### src/logic/rpm_consts.svh
`ifndef RPM_CONSTS_SVH
`define RPM_CONSTS_SVH

// Register addresses (byte registers, 8-bit data port)
`define RPM_ADDR_PARAMS 8'h0A
`define RPM_ADDR_PAT0 8'h0D
`define RPM_ADDR_PAT1 8'h0E
`define RPM_ADDR_PAT2 8'h0F
`define RPM_ADDR_PAT3 8'h10
`define RPM_ADDR_STATUS 8'h20
`define RPM_ADDR_MASK 8'h21
`define RPM_ADDR_COUNT 8'h22

// Field positions in receiver_parameters
`define RPM_PARAM_EN_BIT 4
`define RPM_PARAM_SIZE_LO 2
`define RPM_PARAM_TOL_LO 0

// Status bits
`define RPM_STAT_MATCH_BIT 0
`define RPM_STAT_BIT_BIT 1

// Reset values
`define RPM_PARAMS_RESET 8'h00
`define RPM_PAT_RESET 8'h00
`define RPM_MASK_RESET 8'h00

`endif

### src/logic/rpm_pkg.sv
package rpm_pkg;
    typedef enum logic [1:0] {
        RPM_LEN_8,
        RPM_LEN_16,
        RPM_LEN_24,
        RPM_LEN_32
    } rpm_len_type;
endpackage

### src/logic/rpm_matcher.sv
// Chosen here: the address-and-strobe port.
`timescale 1ns/1ps
`include "rpm_consts.svh"

module rpm_matcher (
    // Clock and reset
    input wire logic sys_clk,
    input wire logic arst_n,
    // Register port
    input wire logic [7:0] reg_addr,
    input wire logic [7:0] reg_wdata,
    input wire logic reg_wr,
    input wire logic reg_rd,
    output logic [7:0] reg_rdata,
    // Received bit stream from the bit synchronizer (asynchronous pins)
    input wire logic rx_data,
    input wire logic rx_clk,
    // Results
    output logic pattern_match,
    output logic irq
);

    logic [7:0] receiver_parameters;
    logic [31:0] ref_pattern;
    logic [7:0] irq_status;
    logic [7:0] irq_mask;
    logic [31:0] shift_window;
    logic [7:0] match_count;
    logic [2:0] clk_sync;
    logic [1:0] data_sync;
    logic bit_strobe;
    logic [31:0] next_window;
    logic [31:0] cmp_mask;
    logic [31:0] diff;
    logic [5:0] err_count;
    logic hit;
    logic match_event;
    rpm_pkg::rpm_len_type len_sel;
    logic recog_on;
    logic [1:0] tol_sel;
    logic [31:0] lane_ref;
    logic [5:0] err_sum [0:32];
    logic [7:0] pat_byte [0:3];
    logic [3:0] wr_pat;
    logic wr_params;
    logic wr_mask;

    assign recog_on = receiver_parameters[`RPM_PARAM_EN_BIT];
    assign len_sel = rpm_pkg::rpm_len_type'(receiver_parameters[`RPM_PARAM_SIZE_LO +: 2]);
    assign tol_sel = receiver_parameters[`RPM_PARAM_TOL_LO +: 2];

    // Pin synchronisers; the first stage feeds only the second
    always_ff @(posedge sys_clk or negedge arst_n) begin
        if (!arst_n) begin
            clk_sync <= 3'h0;
            data_sync <= 2'h0;
        end else begin
            clk_sync <= {clk_sync[1:0], rx_clk};
            data_sync <= {data_sync[0], rx_data};
        end
    end

    // Rising edge of the recovered data clock; data is stable around it
    assign bit_strobe = clk_sync[1] & ~clk_sync[2];

    // Newest bit enters at bit 0, so older bits climb toward bit 31
    assign next_window = {shift_window[30:0], data_sync[1]};

    always_ff @(posedge sys_clk or negedge arst_n) begin
        if (!arst_n) begin
            shift_window <= 32'h0;
        end else if (bit_strobe) begin
            shift_window <= next_window;
        end
    end

    // Lane k of the window holds the bit received k strobes ago.
    // For length N, lane N-1 meets pattern bit 31 and lane 0 meets
    // the last bit of the last byte in use.
    always_comb begin
        case (len_sel)
            rpm_pkg::RPM_LEN_8: begin
                cmp_mask = 32'h000000FF;
                lane_ref = {24'h0, ref_pattern[31:24]};
            end
            rpm_pkg::RPM_LEN_16: begin
                cmp_mask = 32'h0000FFFF;
                lane_ref = {16'h0, ref_pattern[31:16]};
            end
            rpm_pkg::RPM_LEN_24: begin
                cmp_mask = 32'h00FFFFFF;
                lane_ref = {8'h0, ref_pattern[31:8]};
            end
            rpm_pkg::RPM_LEN_32: begin
                cmp_mask = 32'hFFFFFFFF;
                lane_ref = ref_pattern;
            end
            default: begin
                cmp_mask = 32'h0;
                lane_ref = 32'h0;
            end
        endcase
    end

    // One compare lane per window bit; lanes beyond the length never count
    assign err_sum[0] = 6'h0;

    generate
        for (genvar k = 0; k < 32; k++) begin : g_lane
            assign diff[k] = cmp_mask[k] & (next_window[k] ^ lane_ref[k]);
            assign err_sum[k + 1] = err_sum[k] + {5'h0, diff[k]};
        end
    endgenerate

    // Ripple sum is slow but the bit rate leaves many clocks per bit
    assign err_count = err_sum[32];

    assign hit = err_count <= {4'h0, tol_sel};
    assign match_event = bit_strobe & recog_on & hit;

    // Result flag is refreshed on every received bit while recognition is on, and held clear while it is off
    always_ff @(posedge sys_clk or negedge arst_n) begin
        if (!arst_n) begin
            pattern_match <= 1'b0;
        end else if (!recog_on) begin
            pattern_match <= 1'b0;
        end else if (bit_strobe) begin
            pattern_match <= hit;
        end
    end

    always_ff @(posedge sys_clk or negedge arst_n) begin
        if (!arst_n) begin
            match_count <= 8'h0;
        end else if (match_event) begin
            match_count <= match_count + 8'h01;
        end
    end

    // Address decode for the write side
    assign wr_params = reg_wr && (reg_addr == `RPM_ADDR_PARAMS);
    assign wr_mask = reg_wr && (reg_addr == `RPM_ADDR_MASK);

    always_ff @(posedge sys_clk or negedge arst_n) begin
        if (!arst_n) begin
            receiver_parameters <= `RPM_PARAMS_RESET;
        end else if (wr_params) begin
            receiver_parameters <= reg_wdata;
        end
    end

    always_ff @(posedge sys_clk or negedge arst_n) begin
        if (!arst_n) begin
            irq_mask <= `RPM_MASK_RESET;
        end else if (wr_mask) begin
            irq_mask <= reg_wdata;
        end
    end

    // One storage byte per pattern register, leading byte first
    generate
        for (genvar b = 0; b < 4; b++) begin : g_pat_byte
            assign wr_pat[b] = reg_wr && (reg_addr == (`RPM_ADDR_PAT0 + 8'(b)));
            always_ff @(posedge sys_clk or negedge arst_n) begin
                if (!arst_n) begin
                    pat_byte[b] <= `RPM_PAT_RESET;
                end else if (wr_pat[b]) begin
                    pat_byte[b] <= reg_wdata;
                end
            end
        end
    endgenerate

    // Leading byte lands on bits 31:24 whatever the length
    assign ref_pattern = {pat_byte[0], pat_byte[1], pat_byte[2], pat_byte[3]};

    // Sticky events; a new event in the read cycle survives the clear
    always_ff @(posedge sys_clk or negedge arst_n) begin
        if (!arst_n) begin
            irq_status <= 8'h0;
        end else begin
            if (reg_rd && reg_addr == `RPM_ADDR_STATUS) begin
                irq_status <= 8'h0;
            end
            if (match_event) begin
                irq_status[`RPM_STAT_MATCH_BIT] <= 1'b1;
            end
            if (bit_strobe) begin
                irq_status[`RPM_STAT_BIT_BIT] <= 1'b1;
            end
        end
    end

    assign irq = |(irq_status & irq_mask);

    always_ff @(posedge sys_clk or negedge arst_n) begin
        if (!arst_n) begin
            reg_rdata <= 8'h0;
        end else if (reg_rd) begin
            case (reg_addr)
                `RPM_ADDR_PARAMS: reg_rdata <= receiver_parameters;
                `RPM_ADDR_PAT0: reg_rdata <= ref_pattern[31:24];
                `RPM_ADDR_PAT1: reg_rdata <= ref_pattern[23:16];
                `RPM_ADDR_PAT2: reg_rdata <= ref_pattern[15:8];
                `RPM_ADDR_PAT3: reg_rdata <= ref_pattern[7:0];
                `RPM_ADDR_STATUS: reg_rdata <= irq_status;
                `RPM_ADDR_MASK: reg_rdata <= irq_mask;
                `RPM_ADDR_COUNT: reg_rdata <= match_count;
                default: reg_rdata <= 8'h0;
            endcase
        end else begin
            reg_rdata <= 8'h0;
        end
    end

endmodule

### config.mk
export PLATFORM = sky130hd
export DESIGN_NAME = rpm_matcher
export DESIGN_NICKNAME = d
export VERILOG_FILES = /design/src/logic/rpm_pkg.sv /design/src/logic/rpm_matcher.sv
export VERILOG_INCLUDE_DIRS = /design/src /design/src/logic
export SDC_FILE = /design/constraint.sdc
export NUM_CORES = 1
export LEC_CHECK = 0
export BUFFER_PORTS_ARGS = -buffer_cell sky130_fd_sc_hd__buf_2
export CAP_MARGIN = 20
export CORE_ASPECT_RATIO = 1.1
export CORE_MARGIN = 1.5
export CORE_UTILIZATION = 25
export CTS_BUF_LIST = sky130_fd_sc_hd__clkbuf_16
export DETAILED_ROUTE_END_ITERATION = 8
export SLEW_MARGIN = 30
export SYNTH_ARGS = -nofsm -noshare
export SYNTH_HDL_FRONTEND = slang
export SYNTH_SLANG_ARGS = --single-unit
### constraint.sdc
create_clock -name sys_clk -period 9.9 [get_ports sys_clk]
set_input_delay 0.495 -clock sys_clk [delete_from_list [all_inputs] [get_ports sys_clk]]
set_output_delay 0.495 -clock sys_clk [all_outputs]
set_load 0.03 [all_outputs]
==> run metrics <==
Final setup viols=0; critical path required time=roughly 10000 ps; largest family of logic cells by synthesized area=multiplexers; adder-cell share of the synthesized area=0.1014; final cycle utilization of the critical path=0.7000; CP Cell Sequence=buf_4, mux2i_1, xnor2_1, nand2_1, o21ai_0, fa_1, fa_1, fa_1, fa_1, fa_1, fa_1, ha_1, inv_1, fa_1, inv_1, ha_1, nor2b_1, a2bb2oi_1, or3_1, mux2_2; Starting DRT DRC Count=about 190; hold buffers post-CTS=0; fin. max-slew vios=0; clk sinks=just over 100; TritonRoute pass-1 iters=4; final wirelength=approximately 14000 um; Clock Pin Slew Worst Setup and Hold Paths=80 ps; CP most frequent cell=fa_1; worst slew pin tran=829.9 ps; HP Class=input port to asynchronous set/reset pin; number of buffers created by CTS=9; Root Buffer Master=clkbuf_16; static leakage power=3.045 nW; antenna cells=0; layout cells sized above 1=0.2776; Crit Path Max Fanout=26; synthesis-stage register bit count=~100; Std-Cell Rows=59; gr ovfl total=0; MaxCap Viol Count=0; WS Path Type=register to register; WL/cell=around 17 um; Starting Density=0.2535; internal power=around 0.00087 W; switching power=about 0.00051 W; Distinct cells, synth=42; syn_area_per_cell=12.08 um2; Peak VDD IR=about 0.00016 V; Combinational Power Share=0.371; total die area=approximately 0.025 mm2; Post-Synth XOR/XNOR Area=0.06896; post-synth net total=between 500 and 600; Final HPWL DP=between 10000 and 15000 um; CP max-delay cell=fa_1; power density cells=about 200 mW/mm2; top_reg_cell synth=dfrtp_1; sum of negative setup slack=0 ps; EDFF count, synth=0; asr flop ratio synth=1.000; Core ar.=around 0.024 mm2; relative slew slack=0.4467; Via density=between 4 and 5; sequential power share=0.375; post-layout util=0.2889; number of routed nets with antenna violations=0; number of global-route vias before repair=between 3000 and 4000; initial antenna violation count=1; RSZ-0062 raised after global routing=no; synth warn=0; largest net degree at the start of global routing=67; Total Routing Usage GR=0.1191; crit start category=register; fin crit period=6930 ps; CTS tree=yes; clk buf depth=2; Worst-Skew Late Latency=360 ps; Layout Skew=about 8.8 ps; sequential area share after synthesis=0.4318; worst endpoint data arrival time=between 7000 and 8000 ps; top cell family by delay on the critical path=adder cells; first-pass GRT wire length=between 20000 and 25000 um; DIE WIDTH=between 150 and 200 um; status=completed; crit-path max cell delay=between 500 and 600 ps; Vias=between 3000 and 4000; Area growth syn-to-layout=13.98%; DRC violations left=0; H-tree Lvls=3; Hold Violations, Final=0; synthesized instance count=~490; Switching Share=0.3716; I/O pin cnt=32; crit path capture type=register; final net count=a little under 600; IO buf count=31; cts repair resizes=0; Post-CTS Setup Inserts=0; post-synthesis compound-gate area fraction=0.06540; Clock power frac=0.254; mux cell area share after synthesis=0.2243; FMAX=144.3 MHz; CP Buf/Inv Count=3; Die Span Y=165.1 um; area of the mapped netlist=0.005969 mm2; Simple-Gate Fraction of Synth Area=0.07713; gpl congestion=between 0.7 and 0.8
-- Yosys cell counts (2+ instances only) --
library cell  count  area share
ha_1             10       0.021
nand2b_1          4      0.0042
o21ai_0           9      0.0075
and4_1            3      0.0044
a22oi_1          12       0.015
nor4_1            5      0.0052
nand3_1           5      0.0042
xnor2_1          33       0.048
fa_1             24       0.080
nand2_1          36       0.023
a32oi_1           5      0.0073
nor2_1           10      0.0063
xor2_1           14       0.021
and2_1            4      0.0042
nor4_4            2      0.0071
mux2i_1          37       0.062
a21oi_1           2      0.0017
a211oi_1          2      0.0025
nor2b_1           5      0.0052
nand4_1           2      0.0021
nor3b_1           2      0.0025
mux2_2           86        0.16
a22o_1           13       0.019
inv_1            29       0.018
dfrtp_1         103        0.43
and3_1            2      0.0021
o2bb2ai_1         2      0.0029
clkbuf_1         19       0.012
-- worst register-to-register path: stages, from the launching register on --
cell	delay, ps
dfrtp_1	430
buf_4	380
mux2i_1	270
xnor2_1	140
nand2_1	70
o21ai_0	130
fa_1	500
fa_1	580
fa_1	450
fa_1	520
fa_1	520
fa_1	560
ha_1	160
inv_1	50
fa_1	470
inv_1	40
ha_1	270
nor2b_1	130
a2bb2oi_1	540
or3_1	270
mux2_2	340
-- state kept, by name, summed over array words and instances, names as in the netlist --
| register | cells |
|---|---|
| data_sync | 2 |
| pattern_match | 1 |
| pat_byte | 32 |
| shift_window | 31 |
| irq_status | 2 |
| match_count | 8 |
| reg_rdata | 8 |
| clk_sync | 3 |
| irq_mask | 8 |
| receiver_parameters | 8 |
-- layer usage --
layer  part of all wire  vias to the layer above  global-route usage
met3              0.027                       20             0.01484
met1               0.47                     1964              0.1627
met4              0.021                        2             0.03922
li1                   -                     1786                   -
met5             0.0011                        -                   0
met2               0.48                       65              0.1950
-- area by class of cell --
type,count,area [um2]
Inverter,29,108.9
Clock inverter,7,66.31
Clock buffer,9,225.2
Tap cell,305,381.6
Fill cell,2405,16740
Timing Repair Buffer,36,227.7
Sequential cell,103,2577
Multi-Input combinational cell,342,3217
-- kinds of logic (layout without fill, tap and decap cells) --
| logic type | after synthesis | after routing |
|---|---|---|
| simple gates | 86 | 86 |
| fa+ha+maj | 34 | 34 |
| buf+inv | 49 | 81 |
| xor+xnor | 47 | 47 |
| flops | 103 | 103 |
| mux | 123 | 123 |
| compound gates | 52 | 52 |
-- power groups by stage --
stage / sequential (W) / combinational (W) / clock, W
2_1_floorplan: 0.000503 / 0.000399 / 0
3_3_place_gp: 0.000525 / 0.000502 / 0
3_5_place_dp: 0.000525 / 0.000513 / 0
4_1_cts: 0.000517 / 0.000514 / 0.000362
5_1_grt: 0.000525 / 0.000591 / 0.000375
6_report: 0.000518 / 0.000514 / 0.000351
-- cell usage in the layout, fill, tap and decap left out, types with 9 or more instances in the layout --
cell type,synthesis,layout
dfrtp_1,103,103
mux2_2,86,86
mux2i_1,37,37
nand2_1,36,36
xnor2_1,33,33
buf_2,1,30
inv_1,29,29
fa_1,24,24
xor2_1,14,14
a22o_1,13,13
a22oi_1,12,12
nor2_1,10,10
ha_1,10,10
o21ai_0,9,9
clkbuf_16,0,9
-- stage by stage --
stage,instance area (um2),total power (W),std cells,worst slack [ps],hold slack (ps)
floorplan,5969,0.0009019,494,3296,199.4
global placement,6462,0.001027,813,3036,334.9
detailed placement,6462,0.001037,813,2999,336.4
CTS,6754,0.001393,829,2997,103.7
global route,6804,0.001490,831,2575,121.0
finish,6804,0.001384,831,2970,90.24
-- final timing paths --
path / start / end / slack, ps / cells past startpoint
worst max-delay path: receiver_parameters[3] / match_count[1] / 2970 / 20
worst min-delay path: arst_n / pattern_match / 90 / 1
worst max register to register: receiver_parameters[3] / match_count[1] / 2970 / 20
worst min register to register: clk_sync[0] / clk_sync[1] / 350 / 0
max in group asynchronous: arst_n / shift_window[3] / 8750 / 3
min in group sys_clk: rx_data / data_sync[0] / 240 / 1
No activity file was read; power rests on OpenSTA's default activity.
